**src/hdl/fdc_regs.vh**
```
`ifndef FDC_REGS_VH
`define FDC_REGS_VH

// ====================
// Channel count and reset values
`define FDC_NCH 4
`define FDC_RST_ADDR 32'h0000_0000
`define FDC_RST_CNT 16'h0000

// ====================
// Access size codes, shared by source and destination
`define FDC_SZ_BYTE 2'h0
`define FDC_SZ_WORD 2'h1
`define FDC_SZ_LONG 2'h2
`define FDC_SZ_LINE 2'h3

// Bytes moved by each size code
`define FDC_BYTES_BYTE 5'h01
`define FDC_BYTES_WORD 5'h02
`define FDC_BYTES_LONG 5'h04
`define FDC_BYTES_LINE 5'h10

// Last beat index of a line access (four longword beats)
`define FDC_LINE_LAST_BEAT 2'h3

// ====================
// Holding buffer: 16 entries of one byte
`define FDC_FIFO_WIDTH 8
`define FDC_FIFO_DEPTH 16
`define FDC_FIFO_AW 4

// ====================
// Idle cycles a channel sits out after each operand,
// indexed by its two bandwidth bits
`define FDC_GAP_0 8'h00
`define FDC_GAP_1 8'h04
`define FDC_GAP_2 8'h10
`define FDC_GAP_3 8'h40

// ====================
// Low address bits covered by the on-chip register window
`define FDC_ONCHIP_BITS 10

`endif

```
**src/hdl/fdc_dma.v**
```verilog
`timescale 1ns/1ns
`include "fdc_regs.vh"

// ====================
// Byte holding buffer
module fdc_fifo #(
  parameter WIDTH = `FDC_FIFO_WIDTH,
  parameter DEPTH = `FDC_FIFO_DEPTH,
  parameter AW = `FDC_FIFO_AW
)(
  input wire clk_sys,
  input wire rst_sync_n,
  input wire in_valid,
  output wire in_ready,
  input wire [WIDTH-1:0] in_data,
  output wire out_valid,
  input wire out_ready,
  output wire [WIDTH-1:0] out_data
);
  reg [WIDTH-1:0] mem [0:DEPTH-1];
  reg [AW-1:0] wr_ptr_reg;
  reg [AW-1:0] rd_ptr_reg;
  reg [AW:0] fill_reg;
  wire push;
  wire pop;

  // Full and empty come straight from the fill count
  assign in_ready = (fill_reg != DEPTH[AW:0]);
  assign out_valid = (fill_reg != {(AW+1){1'b0}});
  assign out_data = mem[rd_ptr_reg];
  assign push = in_valid & in_ready;
  assign pop = out_valid & out_ready;

  // Storage has no reset; only the pointers and the fill count need one
  always @(posedge clk_sys)
  begin
    if (push)
      mem[wr_ptr_reg] <= in_data;
  end

  // Pointer and fill bookkeeping
  always @(posedge clk_sys or negedge rst_sync_n)
  begin
    if (!rst_sync_n)
    begin
      wr_ptr_reg <= {AW{1'b0}};
      rd_ptr_reg <= {AW{1'b0}};
      fill_reg <= {(AW+1){1'b0}};
    end
    else
    begin
      if (push)
        wr_ptr_reg <= wr_ptr_reg + 1'b1;
      if (pop)
        rd_ptr_reg <= rd_ptr_reg + 1'b1;
      if (push & ~pop)
        fill_reg <= fill_reg + 1'b1;
      else if (pop & ~push)
        fill_reg <= fill_reg - 1'b1;
    end
  end
endmodule

// ====================
// Four-channel transfer engine
// How it works
// Four identical independent channels.
// Operands of 1, 2, 4 or 16 bytes via a 16-byte buffer.
// Separate source and destination widths, repacked.
// Arbitration only between operands, lowest channel first.
// A request line pulled low asks for an operand.
// Unused request lines are held high.
// Channels 0, 1 from pins; 2, 3 from serial port interrupts.
// Each request pin is a request or a parallel port bit.
// Start bit or external request starts a channel.
// Continuous or cycle-steal mode, with a programmable idle gap.
// Single-address: engine drives address and control only.
// Single-address needs an external request.
// Dual-address reads the source, then writes the destination.
// 32-bit addresses and data.
// Single-address to the on-chip window is refused.
// A running channel takes requests and drives each access.
// Busy, done and error per channel.
// Count drops by access size as a write or single access completes.
// Single-address uses the source address only.
// Software loads are never blocked.
// Count zero stops the channel and sets done.
module fdc_dma #(
  parameter CNT_W = 16,
  parameter GAP_W = 8
)(
  input wire clk_sys,
  input wire rst_n,
  input wire [127:0] cfg_src_addr,
  input wire [127:0] cfg_dst_addr,
  input wire [4*CNT_W-1:0] cfg_byte_count,
  input wire [3:0] cfg_load,
  input wire [3:0] cfg_start,
  input wire [3:0] cfg_clear,
  input wire [3:0] cfg_single,
  input wire [3:0] cfg_single_write,
  input wire [3:0] cfg_ext_req,
  input wire [3:0] cfg_cycle_steal,
  input wire [3:0] cfg_src_inc,
  input wire [3:0] cfg_dst_inc,
  input wire [7:0] cfg_src_size,
  input wire [7:0] cfg_dst_size,
  input wire [7:0] cfg_bandwidth,
  input wire [31:0] module_base_pointer,
  input wire [1:0] pin_assignment_reg,
  input wire [1:0] dma_request_n,
  input wire [1:0] uart_irq_n,
  output wire [1:0] parallel_port_bits,
  output wire bus_valid,
  output wire bus_write,
  output wire bus_single,
  output wire bus_last,
  output wire [1:0] bus_size,
  output wire [1:0] bus_channel,
  output wire [31:0] bus_addr,
  output wire [31:0] bus_wdata,
  input wire bus_ready,
  input wire [31:0] bus_rdata,
  output wire [3:0] chan_busy,
  output wire [3:0] chan_done,
  output wire [3:0] chan_error,
  output wire [4*CNT_W-1:0] chan_remaining
);
  localparam [2:0] ST_IDLE = 3'h0;
  localparam [2:0] ST_ISSUE = 3'h1;
  localparam [2:0] ST_READ = 3'h2;
  localparam [2:0] ST_PUSH = 3'h3;
  localparam [2:0] ST_POP = 3'h4;
  localparam [2:0] ST_WRITE = 3'h5;
  localparam [2:0] ST_SINGLE = 3'h6;
  localparam [2:0] ST_END = 3'h7;

  // ====================
  // Helpers
  function [4:0] fdc_bytes;
    input [1:0] sz;
    begin
      case (sz)
        `FDC_SZ_BYTE: fdc_bytes = `FDC_BYTES_BYTE;
        `FDC_SZ_WORD: fdc_bytes = `FDC_BYTES_WORD;
        `FDC_SZ_LONG: fdc_bytes = `FDC_BYTES_LONG;
        default: fdc_bytes = `FDC_BYTES_LINE;
      endcase
    end
  endfunction

  // Bytes on the 32-bit data path per beat
  function [2:0] fdc_beat_bytes;
    input [1:0] sz;
    begin
      case (sz)
        `FDC_SZ_BYTE: fdc_beat_bytes = 3'h1;
        `FDC_SZ_WORD: fdc_beat_bytes = 3'h2;
        default: fdc_beat_bytes = 3'h4;
      endcase
    end
  endfunction

  function [GAP_W-1:0] fdc_gap;
    input [1:0] bw;
    begin
      case (bw)
        2'h0: fdc_gap = `FDC_GAP_0;
        2'h1: fdc_gap = `FDC_GAP_1;
        2'h2: fdc_gap = `FDC_GAP_2;
        default: fdc_gap = `FDC_GAP_3;
      endcase
    end
  endfunction

  // Saturating count decrement, never wraps below zero
  function [CNT_W-1:0] fdc_dec;
    input [CNT_W-1:0] cnt;
    input [4:0] b;
    begin
      if (cnt > {{(CNT_W-5){1'b0}}, b})
        fdc_dec = cnt - {{(CNT_W-5){1'b0}}, b};
      else
        fdc_dec = {CNT_W{1'b0}};
    end
  endfunction

  // ====================
  // Reset release
  reg rst_s1_reg;
  reg rst_sync_n_reg;

  always @(posedge clk_sys or negedge rst_n)
  begin
    if (!rst_n)
    begin
      rst_s1_reg <= 1'b0;
      rst_sync_n_reg <= 1'b0;
    end
    else
    begin
      rst_s1_reg <= 1'b1;
      rst_sync_n_reg <= rst_s1_reg;
    end
  end

  // ====================
  // Request pins
  reg [1:0] pin_s1_reg;
  reg [1:0] pin_s2_reg;
  reg [1:0] pin_s3_reg;
  reg [1:0] pin_filt_reg;
  reg [1:0] pport_reg;
  wire [3:0] req_act;

  // Three stages; a level counts once stages two and three agree
  always @(posedge clk_sys or negedge rst_sync_n_reg)
  begin
    if (!rst_sync_n_reg)
    begin
      pin_s1_reg <= 2'h3;
      pin_s2_reg <= 2'h3;
      pin_s3_reg <= 2'h3;
      pin_filt_reg <= 2'h3;
      pport_reg <= 2'h3;
    end
    else
    begin
      pin_s1_reg <= dma_request_n;
      pin_s2_reg <= pin_s1_reg;
      pin_s3_reg <= pin_s2_reg;
      pin_filt_reg <= (pin_s2_reg & pin_s3_reg) |
        (pin_filt_reg & (pin_s2_reg | pin_s3_reg));
      pport_reg <= pin_filt_reg | pin_assignment_reg;
    end
  end

  // Serial port interrupts are on this clock and need no sync
  assign req_act = {~uart_irq_n, ~pin_filt_reg & pin_assignment_reg};
  assign parallel_port_bits = pport_reg;

  // ====================
  // Channel state
  reg [31:0] src_reg [0:3];
  reg [31:0] dst_reg [0:3];
  reg [CNT_W-1:0] cnt_reg [0:3];
  reg [GAP_W-1:0] gap_reg [0:3];
  reg [3:0] act_reg;
  reg [3:0] done_reg;
  reg [3:0] err_reg;
  reg [3:0] seen_reg;

  // Engine state
  reg [2:0] st_reg;
  reg [1:0] cur_reg;
  reg [4:0] rd_left_reg;
  reg [4:0] wr_left_reg;
  reg [1:0] beat_reg;
  reg [2:0] nb_reg;
  reg [1:0] pack_reg;
  reg [31:0] sh_reg;
  reg bv_reg;
  reg bw_reg;
  reg bs_reg;
  reg bl_reg;
  reg [1:0] bsz_reg;
  reg [31:0] ba_reg;
  reg [31:0] bd_reg;

  // ====================
  // Eligibility and fixed-priority choice
  reg [3:0] elig;
  reg [1:0] pick;
  reg pick_any;
  integer k;

  always @*
  begin
    pick = 2'h0;
    pick_any = 1'b0;
    for (k = 3; k >= 0; k = k - 1)
    begin
      elig[k] = act_reg[k] & (gap_reg[k] == {GAP_W{1'b0}}) &
        (~cfg_ext_req[k] | req_act[k] |
        (seen_reg[k] & ~cfg_cycle_steal[k]));
      if (elig[k])
      begin
        pick = k[1:0];
        pick_any = 1'b1;
      end
    end
  end

  // ====================
  // Fields of the channel being served
  wire [1:0] c_ssz = cfg_src_size[{cur_reg, 1'b0} +: 2];
  wire [1:0] c_dsz = cfg_dst_size[{cur_reg, 1'b0} +: 2];
  wire [1:0] c_bw = cfg_bandwidth[{cur_reg, 1'b0} +: 2];
  wire [4:0] c_sb = fdc_bytes(c_ssz);
  wire [4:0] c_db = fdc_bytes(c_dsz);
  wire [31:0] c_src = src_reg[cur_reg];
  wire [31:0] c_dst = dst_reg[cur_reg];
  wire [31:0] c_src_nx = c_src +
    (cfg_src_inc[cur_reg] ? {27'h000_0000, c_sb} : 32'h0000_0000);
  wire [31:0] c_dst_nx = c_dst +
    (cfg_dst_inc[cur_reg] ? {27'h000_0000, c_db} : 32'h0000_0000);
  wire [1:0] beat_nx = beat_reg + 2'h1;
  wire [31:0] beat_off = {28'h000_0000, beat_nx, 2'h0};
  wire src_last = (c_ssz != `FDC_SZ_LINE) |
    (beat_reg == `FDC_LINE_LAST_BEAT);
  wire dst_last = (c_dsz != `FDC_SZ_LINE) |
    (beat_reg == `FDC_LINE_LAST_BEAT);

  // Buffer hookup; a full buffer stalls the unpack state
  wire fifo_in_ready;
  wire fifo_out_valid;
  wire [7:0] fifo_out_data;

  fdc_fifo #(
    .WIDTH(`FDC_FIFO_WIDTH),
    .DEPTH(`FDC_FIFO_DEPTH),
    .AW(`FDC_FIFO_AW)
  ) u_fifo (
    .clk_sys(clk_sys),
    .rst_sync_n(rst_sync_n_reg),
    .in_valid(st_reg == ST_PUSH),
    .in_ready(fifo_in_ready),
    .in_data(sh_reg[7:0]),
    .out_valid(fifo_out_valid),
    .out_ready(st_reg == ST_POP),
    .out_data(fifo_out_data)
  );

  // ====================
  // Channel registers and the engine share one process so
  // that a software load can win over an engine update
  integer i;

  always @(posedge clk_sys or negedge rst_sync_n_reg)
  begin
    if (!rst_sync_n_reg)
    begin
      for (i = 0; i < `FDC_NCH; i = i + 1)
      begin
        src_reg[i] <= `FDC_RST_ADDR;
        dst_reg[i] <= `FDC_RST_ADDR;
        cnt_reg[i] <= `FDC_RST_CNT;
        gap_reg[i] <= {GAP_W{1'b0}};
      end
      act_reg <= 4'h0;
      done_reg <= 4'h0;
      err_reg <= 4'h0;
      seen_reg <= 4'h0;
      st_reg <= ST_IDLE;
      cur_reg <= 2'h0;
      rd_left_reg <= 5'h00;
      wr_left_reg <= 5'h00;
      beat_reg <= 2'h0;
      nb_reg <= 3'h0;
      pack_reg <= 2'h0;
      sh_reg <= 32'h0000_0000;
      bv_reg <= 1'b0;
      bw_reg <= 1'b0;
      bs_reg <= 1'b0;
      bl_reg <= 1'b0;
      bsz_reg <= 2'h0;
      ba_reg <= 32'h0000_0000;
      bd_reg <= 32'h0000_0000;
    end
    else
    begin
      // Gap countdown and continuous-mode request latch
      for (i = 0; i < `FDC_NCH; i = i + 1)
      begin
        if (gap_reg[i] != {GAP_W{1'b0}})
          gap_reg[i] <= gap_reg[i] - 1'b1;
        if (act_reg[i] & cfg_ext_req[i] & req_act[i])
          seen_reg[i] <= 1'b1;
        if (cfg_clear[i])
        begin
          done_reg[i] <= 1'b0;
          err_reg[i] <= 1'b0;
        end
      end

      // Transfer sequencer, one operand per pass
      case (st_reg)
        ST_IDLE:
        begin
          if (pick_any)
          begin
            cur_reg <= pick;
            st_reg <= ST_ISSUE;
          end
        end
        ST_ISSUE:
        begin
          rd_left_reg <= (c_sb > c_db) ? c_sb : c_db;
          wr_left_reg <= (c_sb > c_db) ? c_sb : c_db;
          beat_reg <= 2'h0;
          bv_reg <= 1'b1;
          bsz_reg <= c_ssz;
          ba_reg <= c_src;
          bl_reg <= (c_ssz != `FDC_SZ_LINE);
          bs_reg <= cfg_single[cur_reg];
          bw_reg <= cfg_single[cur_reg] & cfg_single_write[cur_reg];
          st_reg <= cfg_single[cur_reg] ? ST_SINGLE : ST_READ;
        end
        ST_SINGLE:
        begin
          if (bus_ready)
          begin
            if (beat_reg == 2'h0)
              cnt_reg[cur_reg] <= fdc_dec(cnt_reg[cur_reg], c_sb);
            if (src_last)
            begin
              bv_reg <= 1'b0;
              bs_reg <= 1'b0;
              src_reg[cur_reg] <= c_src_nx;
              st_reg <= ST_END;
            end
            else
            begin
              beat_reg <= beat_nx;
              ba_reg <= c_src + beat_off;
              bl_reg <= (beat_nx == `FDC_LINE_LAST_BEAT);
            end
          end
        end
        ST_READ:
        begin
          if (bus_ready)
          begin
            bv_reg <= 1'b0;
            sh_reg <= bus_rdata;
            nb_reg <= fdc_beat_bytes(c_ssz);
            st_reg <= ST_PUSH;
          end
        end
        ST_PUSH:
        begin
          // Unpack one byte per cycle, low lane first
          if (fifo_in_ready)
          begin
            sh_reg <= {8'h00, sh_reg[31:8]};
            nb_reg <= nb_reg - 3'h1;
            rd_left_reg <= rd_left_reg - 5'h01;
            if (nb_reg == 3'h1)
            begin
              if (!src_last)
              begin
                beat_reg <= beat_nx;
                bv_reg <= 1'b1;
                ba_reg <= c_src + beat_off;
                bl_reg <= (beat_nx == `FDC_LINE_LAST_BEAT);
                st_reg <= ST_READ;
              end
              else
              begin
                beat_reg <= 2'h0;
                src_reg[cur_reg] <= c_src_nx;
                pack_reg <= 2'h0;
                if (rd_left_reg == 5'h01)
                  st_reg <= ST_POP;
                else
                begin
                  bv_reg <= 1'b1;
                  ba_reg <= c_src_nx;
                  bl_reg <= 1'b1;
                  st_reg <= ST_READ;
                end
              end
            end
          end
        end
        ST_POP:
        begin
          // Repack into destination lanes
          if (fifo_out_valid)
          begin
            bd_reg[{pack_reg, 3'h0} +: 8] <= fifo_out_data;
            pack_reg <= pack_reg + 2'h1;
            wr_left_reg <= wr_left_reg - 5'h01;
            if ({1'b0, pack_reg} == fdc_beat_bytes(c_dsz) - 3'h1)
            begin
              pack_reg <= 2'h0;
              bv_reg <= 1'b1;
              bw_reg <= 1'b1;
              bsz_reg <= c_dsz;
              ba_reg <= c_dst + {28'h000_0000, beat_reg, 2'h0};
              bl_reg <= dst_last;
              st_reg <= ST_WRITE;
            end
          end
        end
        ST_WRITE:
        begin
          if (bus_ready)
          begin
            if (beat_reg == 2'h0)
              cnt_reg[cur_reg] <= fdc_dec(cnt_reg[cur_reg], c_db);
            bv_reg <= 1'b0;
            bw_reg <= 1'b0;
            if (!dst_last)
            begin
              beat_reg <= beat_nx;
              st_reg <= ST_POP;
            end
            else
            begin
              beat_reg <= 2'h0;
              dst_reg[cur_reg] <= c_dst_nx;
              st_reg <= (wr_left_reg == 5'h00) ? ST_END : ST_POP;
            end
          end
        end
        ST_END:
        begin
          // Operand boundary: only here may another channel win
          gap_reg[cur_reg] <= fdc_gap(c_bw);
          if (cnt_reg[cur_reg] == {CNT_W{1'b0}})
          begin
            act_reg[cur_reg] <= 1'b0;
            done_reg[cur_reg] <= 1'b1;
          end
          st_reg <= ST_IDLE;
        end
        default:
          st_reg <= ST_IDLE;
      endcase

      // Software loads and starts, taken at any time
      for (i = 0; i < `FDC_NCH; i = i + 1)
      begin
        if (cfg_load[i])
        begin
          src_reg[i] <= cfg_src_addr[32*i +: 32];
          dst_reg[i] <= cfg_dst_addr[32*i +: 32];
          cnt_reg[i] <= cfg_byte_count[CNT_W*i +: CNT_W];
        end
        if (cfg_start[i])
        begin
          seen_reg[i] <= 1'b0;
          if (cfg_single[i] & (~cfg_ext_req[i] |
            (src_reg[i][31:`FDC_ONCHIP_BITS] ==
            module_base_pointer[31:`FDC_ONCHIP_BITS])))
            err_reg[i] <= 1'b1;
          else if (cnt_reg[i] == {CNT_W{1'b0}})
            done_reg[i] <= 1'b1;
          else
          begin
            act_reg[i] <= 1'b1;
            done_reg[i] <= 1'b0;
          end
        end
      end
    end
  end

  // ====================
  // Outputs, all from flops
  assign bus_valid = bv_reg;
  assign bus_write = bw_reg;
  assign bus_single = bs_reg;
  assign bus_last = bl_reg;
  assign bus_size = bsz_reg;
  assign bus_channel = cur_reg;
  assign bus_addr = ba_reg;
  assign bus_wdata = bd_reg;
  assign chan_busy = act_reg;
  assign chan_done = done_reg;
  assign chan_error = err_reg;
  assign chan_remaining = {cnt_reg[3], cnt_reg[2], cnt_reg[1],
    cnt_reg[0]};
endmodule

```
**config.mk**
```make
export PLATFORM = sky130hd
export DESIGN_NAME = fdc_dma
export DESIGN_NICKNAME = d
export VERILOG_FILES = /design/src/hdl/fdc_dma.v
export VERILOG_INCLUDE_DIRS = /design/src /design/src/hdl
export SDC_FILE = /design/constraint.sdc
export NUM_CORES = 2
export LEC_CHECK = 0
export BUFFER_PORTS_ARGS = -buffer_cell sky130_fd_sc_hd__buf_2
export CAP_MARGIN = 20
export CORE_ASPECT_RATIO = 0.7
export CORE_MARGIN = 2
export CORE_UTILIZATION = 48
export DETAILED_ROUTE_END_ITERATION = 12
export PLACE_DENSITY = 0.7
export REMOVE_ABC_BUFFERS = 1
export SYNTH_ARGS = -nofsm -noshare
export SYNTH_HDL_FRONTEND = slang
export SYNTH_SLANG_ARGS = --single-unit
```
**constraint.sdc**
```tcl
create_clock -name clk_sys -period 15.5 [get_ports clk_sys]
set_clock_uncertainty 0.2 [all_clocks]
set_input_delay 0.775 -clock clk_sys [delete_from_list [all_inputs] [get_ports clk_sys]]
set_output_delay 0.775 -clock clk_sys [all_outputs]
set_load 0.1 [all_outputs]
```
# Word-level counts from Yosys, hierarchy flattened

Memories as Yosys holds them, arrays and structs flattened.
Cells that the tools add are included.

Flip-flop bits (word level): 517
Latch bits: 0
Memory bits (writable): 128
Bits in read-only memories: 0
Bits of input ports: 453
Output and inout bits: 150
Word-level logic and storage cells: 506
Memories: 1

Memories:

| memory     | words | width | read ports | clocked after Yosys merged registers in | wr ports | RTL line     | RTL |
|---|---|---|---|---|---|---|---|
| u_fifo.mem | 16    | 8     | 1          | 0                                       | 1        | fdc_dma.v:20 | `reg [WIDTH-1:0] mem [0:DEPTH-1];` |

Add/sub/neg operators: 21
Multiply operators: 0
Div/mod/pow operators: 0
$lt $le $gt $ge: 7
Equality and inequality tests: 62
Shift-type cells: 5
Muxes and demuxes: 215
Bitwise gates (word level): 65
Reductions and logical operators: 82

Operators with widths:

| cell               | count |
|---|---|
| $mux 128           | 7 |
| $mux 32            | 24 |
| $bwmux 128         | 2 |
| $mux 64            | 4 |
| $pmux 128 s2       | 1 |
| $mux 16            | 15 |
| $bmux 32 s2        | 2 |
| $bwmux 64          | 2 |
| $pmux 32 s4        | 1 |
| $pmux 64 s2        | 1 |
| $eq 22x22->1       | 4 |
| $logic_not 16->1   | 5 |
| $mux 1             | 75 |
| $ne 3x3->1 const B | 25 |
| $add 32x4->32      | 2 |
| $add 32x5->32      | 2 |
| $bwmux 32          | 2 |
| $demux 32 s2       | 1 |
| $pmux 32 s2        | 1 |
| $mux 3             | 16 |
| $mux 8             | 6 |
| $reduce_bool 2->1  | 22 |
| $mux 2             | 20 |
| $mux 5             | 7 |
| other kinds (71)   | 210 |

# Depth between registers and ports, before layout

Word-level depth: 14
Depth in mapped cells: 21
Depth with buffers taken out: 13

# Cells and area by module

A second synthesis with hierarchy kept.

Cell total of the unflattened synthesis: 3626
Area total of the unflattened synthesis: 36448.7 sq um

Modules (own cells, without submodules):

| module   | times used | cells each | area each (sq um) | seq. area each (sq um) |
|---|---|---|---|---|
| fdc_dma  | 1          | 3308       | 30641.9           | 12624.6 |
| fdc_fifo | 1          | 318        | 5806.8            | 4169.0 |

# Worst setup path after synthesis

OpenSTA, ideal clock, no wires.

Path type: reg2reg
Start: register cur_reg[0] (netlist: bus_channel[0])
End: register ba_reg[22] (netlist: bus_addr[22])
Setup time: 0.131 ns
Arrival time: 5.532 ns
Data required time: 15.169 ns
Slack: 9.637 ns
Cell stages (with the launch flop): 21
Buffers on the path: 9
Period minus slack after synthesis: 5.863 ns
Path through: dfrtp_1 -> buf_6 -> buf_12 -> buf_6 -> buf_6 -> buf_4 -> buf_4 -> buf_2 -> buf_1 -> mux4_2 -> and3_1 -> ha_1 -> and2_1 -> a221oi_1 -> nor4_1 -> and2_1 -> clkbuf_1 -> o2111ai_1 -> a21o_1 -> a211oi_1 -> o21ai_1

Cells in the longest elaborated chain, start to end: 10
Elaborated cells between the ends (all ways): 41
Classes of those cells: add/sub (4); eq/ne (8); shift (2); mux (22); bitwise (2); reduce/logical (3)

Ends and longest elaborated chain:

| item                                        | RTL line                                    | RTL |
|---|---|---|
| from (decl)                                 | fdc_dma.v:255                               | `reg [1:0] cur_reg;` |
| from (signal assigned)                      | fdc_dma.v:392                               | `cur_reg <= pick;` |
| $shiftx 8x4->2 or $not 2->3 (tied branches) | fdc_dma.v:296, fdc_dma.v:301, fdc_dma.v:302 |  |
| $eq 2x2->1, or another cell as far along    | fdc_dma.v:143                               | `case (sz)` |
| $pmux 5 s3 or $mux 32 (tied branches)       | fdc_dma.v:143, fdc_dma.v:301                |  |
| $mux 5 or $mux 32 (tied branches)           | fdc_dma.v:304, fdc_dma.v:301                |  |
| $add 32x5->32                               | fdc_dma.v:303                               | `wire [31:0] c_src_nx = c_src +` |
| $mux 32                                     | fdc_dma.v:463                               | `if (rd_left_reg == 5'h01)` |
| $mux 32                                     | fdc_dma.v:450                               | `if (!src_last)` |
| $mux 32                                     | fdc_dma.v:448                               | `if (nb_reg == 3'h1)` |
| $mux 32                                     | fdc_dma.v:443                               | `if (fifo_in_ready)` |
| $pmux 32 s4                                 | fdc_dma.v:387                               | `case (st_reg)` |
| to (signal assigned)                        | fdc_dma.v:403                               | `ba_reg <= c_src;` |
| to (signal assigned)                        | fdc_dma.v:454                               | `ba_reg <= c_src + beat_off;` |
| to (signal assigned)                        | fdc_dma.v:468                               | `ba_reg <= c_src_nx;` |
| to (decl)                                   | fdc_dma.v:267                               | `reg [31:0] ba_reg;` |

Several ways; a longest one is shown, not always the timed one. The select of a mux whose other input is x is not followed.
A chain may end at the register's enable or synchronous reset.

# Worst setup path in the final report

Start: register cur_reg[0] (netlist: bus_channel[0])
End: register ba_reg[20] (netlist: bus_addr[20])

Same word-level chain as after synthesis.

==> run summary <==
Outcome -> complete, no violations
Slew HR -> 0.219
Fill count -> 6622
Fin crit period -> 5.73 ns
Die width -> 332 um
Unrepaired setup endpoints after global routing -> no
Startpoint types -> flip-flop
First-pass DRT Iterations -> 7
Die Y -> 234 um
Wire per inst -> 24.0 um
Total wire length -> 123 mm
Post-synth EDFFs -> 128
Largest fanout on the critical path -> 18
Static Leak -> 0.0183 uW
Slew Limit Fails -> 0
GRT Total Usage -> 0.313
Die Area -> 77500 sq um
Max Cap Viol -> 0
Achievable Freq -> 174 MHz
CTS sink count -> 645
Max IR drop VDD -> 78.0 uV
First-pass GRT wire length -> 185 mm
Worst path top cell family by delay -> simple AND/OR/NAND/NOR gates
Clk root buf -> clkbuf_16
H-tree Lvls -> 3
Worst path buffer plus inverter count -> 1
Ports -> 603
Seq/Total Area, Yosys -> 0.465
Clk_lat worst skew -> 0.65 ns
Pin count of the biggest net entering global routing -> 157
Worst EP arrival -> 6.08 ns
ANT nets after route -> 0
Final period util -> 0.370
Setup Viol. Count Final -> 0
Port bufs -> 592
Worst setup EP type -> flip-flop
Layout cell share with drive strength beyond 1 -> 0.232
Core area -> 74800 sq um
Mapped Cells -> 3553
Initial antenna violation count -> 5
Most frequent cells in the layout -> buf_2, nand2_1, dfrtp_1, o21ai_0, nor2_1
Commonest non-fill, non-tap cell in the layout -> buf_2
Total power -> 4310 uW
WP data required -> 15.85 ns
Via count -> 31000
Worst Tran Pin Value -> 1.17 ns
Area delta synth->final -> 17.3%
Synth cell types -> 87
Critical path's largest stage delay -> 0.91 ns
Util after Layout -> 0.566
HPWL after detailed placement -> 88.4 mm
Row Count -> 84
Worst-path clk slew -> 0.06 ns
Synth Cell Area -> 36100 sq um
Via density per instance -> 6.08
Vias in the first global route -> 29900
Register-to-Register Setup Slack -> 9.77 ns
Synth Area per Inst -> 10.2 sq um
Hold Path Class -> input port to flip-flop
Synth warn -> 0
CP Class -> flip-flop to flip-flop
GR Overflow Total -> 0
Number of gates resized after cts -> 0
Global placement routability congestion -> 0.968
Final nets -> 4570
CP max stage cell -> nor4_1
Ys async rst share -> 0.802
Initial Util -> 0.483
Synthesized flop and latch total -> 645
Final hold vios -> 0
Drt drc -> 0
Power per cell area -> 102 nW/um^2
Most used DFF post-synth -> dfrtp_1
CTS max path bufs -> 3
TritonCTS clock tree -> done
CP cell instances -> buf_4, mux4_2, nor2b_1, and2_1, fa_1, a211o_1, nand2_1, nor4_1, and2_1, nand2_1, xnor2_1, a2111oi_0, nor3_1
Initial drt markers -> 2885
Total CTS buffers -> 68
worst paths after layout:
path	startpoint	endpoint	cells past startpoint
worst min register to register	rst_s1_reg	rst_sync_n_reg	0
worst max register to register	bus_channel[0]	bus_addr[20]	13
min in group asynchronous	rst_sync_n_reg	sh_reg[24]	0
worst max-delay path	bus_channel[0]	bus_addr[20]	13
max in group asynchronous	rst_sync_n_reg	chan_remaining[15]	3
worst min-delay path	dma_request_n[1]	pin_s1_reg[1]	1
worst register-to-register path, delay by kind of cell (launching register included):
kind	cells	cell delay (ns)
and+or+nand+nor	7	2.43
muxes	1	0.76
DFF	1	0.59
xor gates and xnor gates	1	0.55
buffers and inverters	1	0.46
AOI/OAI and AO/OA	2	0.40
adders and majority gates	1	0.28
Yosys cell counts, drive strengths merged, types with 17 or more instances:
cell type,n,area (sq um)
inv,65,244
nand2,527,1980
and2,18,113
o21ai,355,1780
dfrtp,507,12700
a211oi,32,240
clkbuf,156,586
o22ai,21,131
nor4,57,375
a31oi,42,269
xnor2,87,762
mux4,128,2910
nor3,50,262
nand4,28,175
xor2,138,1210
nor2,281,1050
mux2i,185,1850
a221o,17,170
buf,54,349
edfxtp,128,3840
nor2b,28,175
a22o,36,315
a21o,34,255
a221oi,20,200
and3,23,144
nand3,72,360
ha,54,676
nor3b,31,233
or2,17,109
a21oi,183,920
final cells by class:
class,instances,area (sq um),area share
inverters,65,244,0.00576
clock inverters,34,546,0.0129
clock buffers,91,1930,0.0455
flip-flops and latches,645,16800,0.397
diodes,4,10.0,0.000236
multi-input cells,2633,18200,0.430
repair buffers,643,3390,0.0799
well taps,989,1240,0.0292
report_power, final:
| group | internal [uW] | switching [uW] | leakage (uW) |
|---|---|---|---|
| registers | 1800 | 68.9 | 0.00731 |
| clock network | 1060 | 747 | 0.00120 |
| logic | 206 | 422 | 0.00983 |
routing by layer:
metal	vias to the layer above	share of wire	track usage
li1	13900	-	-
met1	15400	0.43	0.439
met2	1483	0.45	0.484
met4	0	0.037	0.111
met3	248	0.086	0.0634
met5	-	0	0
stage by stage:
stage	TNS [ns]	setup slack, ns	hold WS [ns]	cells	area (sq um)
2_1_floorplan	-80.54	-0.159	0.131	3343	35200
3_3_place_gp	0	9.98	0.137	4974	39900
3_5_place_dp	0	9.95	0.140	4974	39900
4_1_cts	0	9.92	0.00439	5100	42400
5_1_grt	0	9.60	0.0151	5103	42400
6_report	0	9.77	0.0397	5104	42400
logic make-up (layout without fill, tap and decap cells):
logic type                 after synthesis  after routing  share of synthesized area
buffers and inverters                  275            833                     0.0326
xor gates and xnor gates               225            225                     0.0545
and+or+nand+nor                       1189           1189                      0.150
adders and majority gates               63             63                     0.0231
DFF                                    645            645                      0.465
other                                    1              5                   0.000104
muxes                                  324            324                      0.135
AOI/OAI and AO/OA                      831            831                      0.140
what timing repair did:
action | CTS | global route
endpoints found under the hold margin | 2 | 0
hold buffers | 1 | 0
setup buffers | 0 | 0
Note: power is estimated with default switching activity, not from simulation.
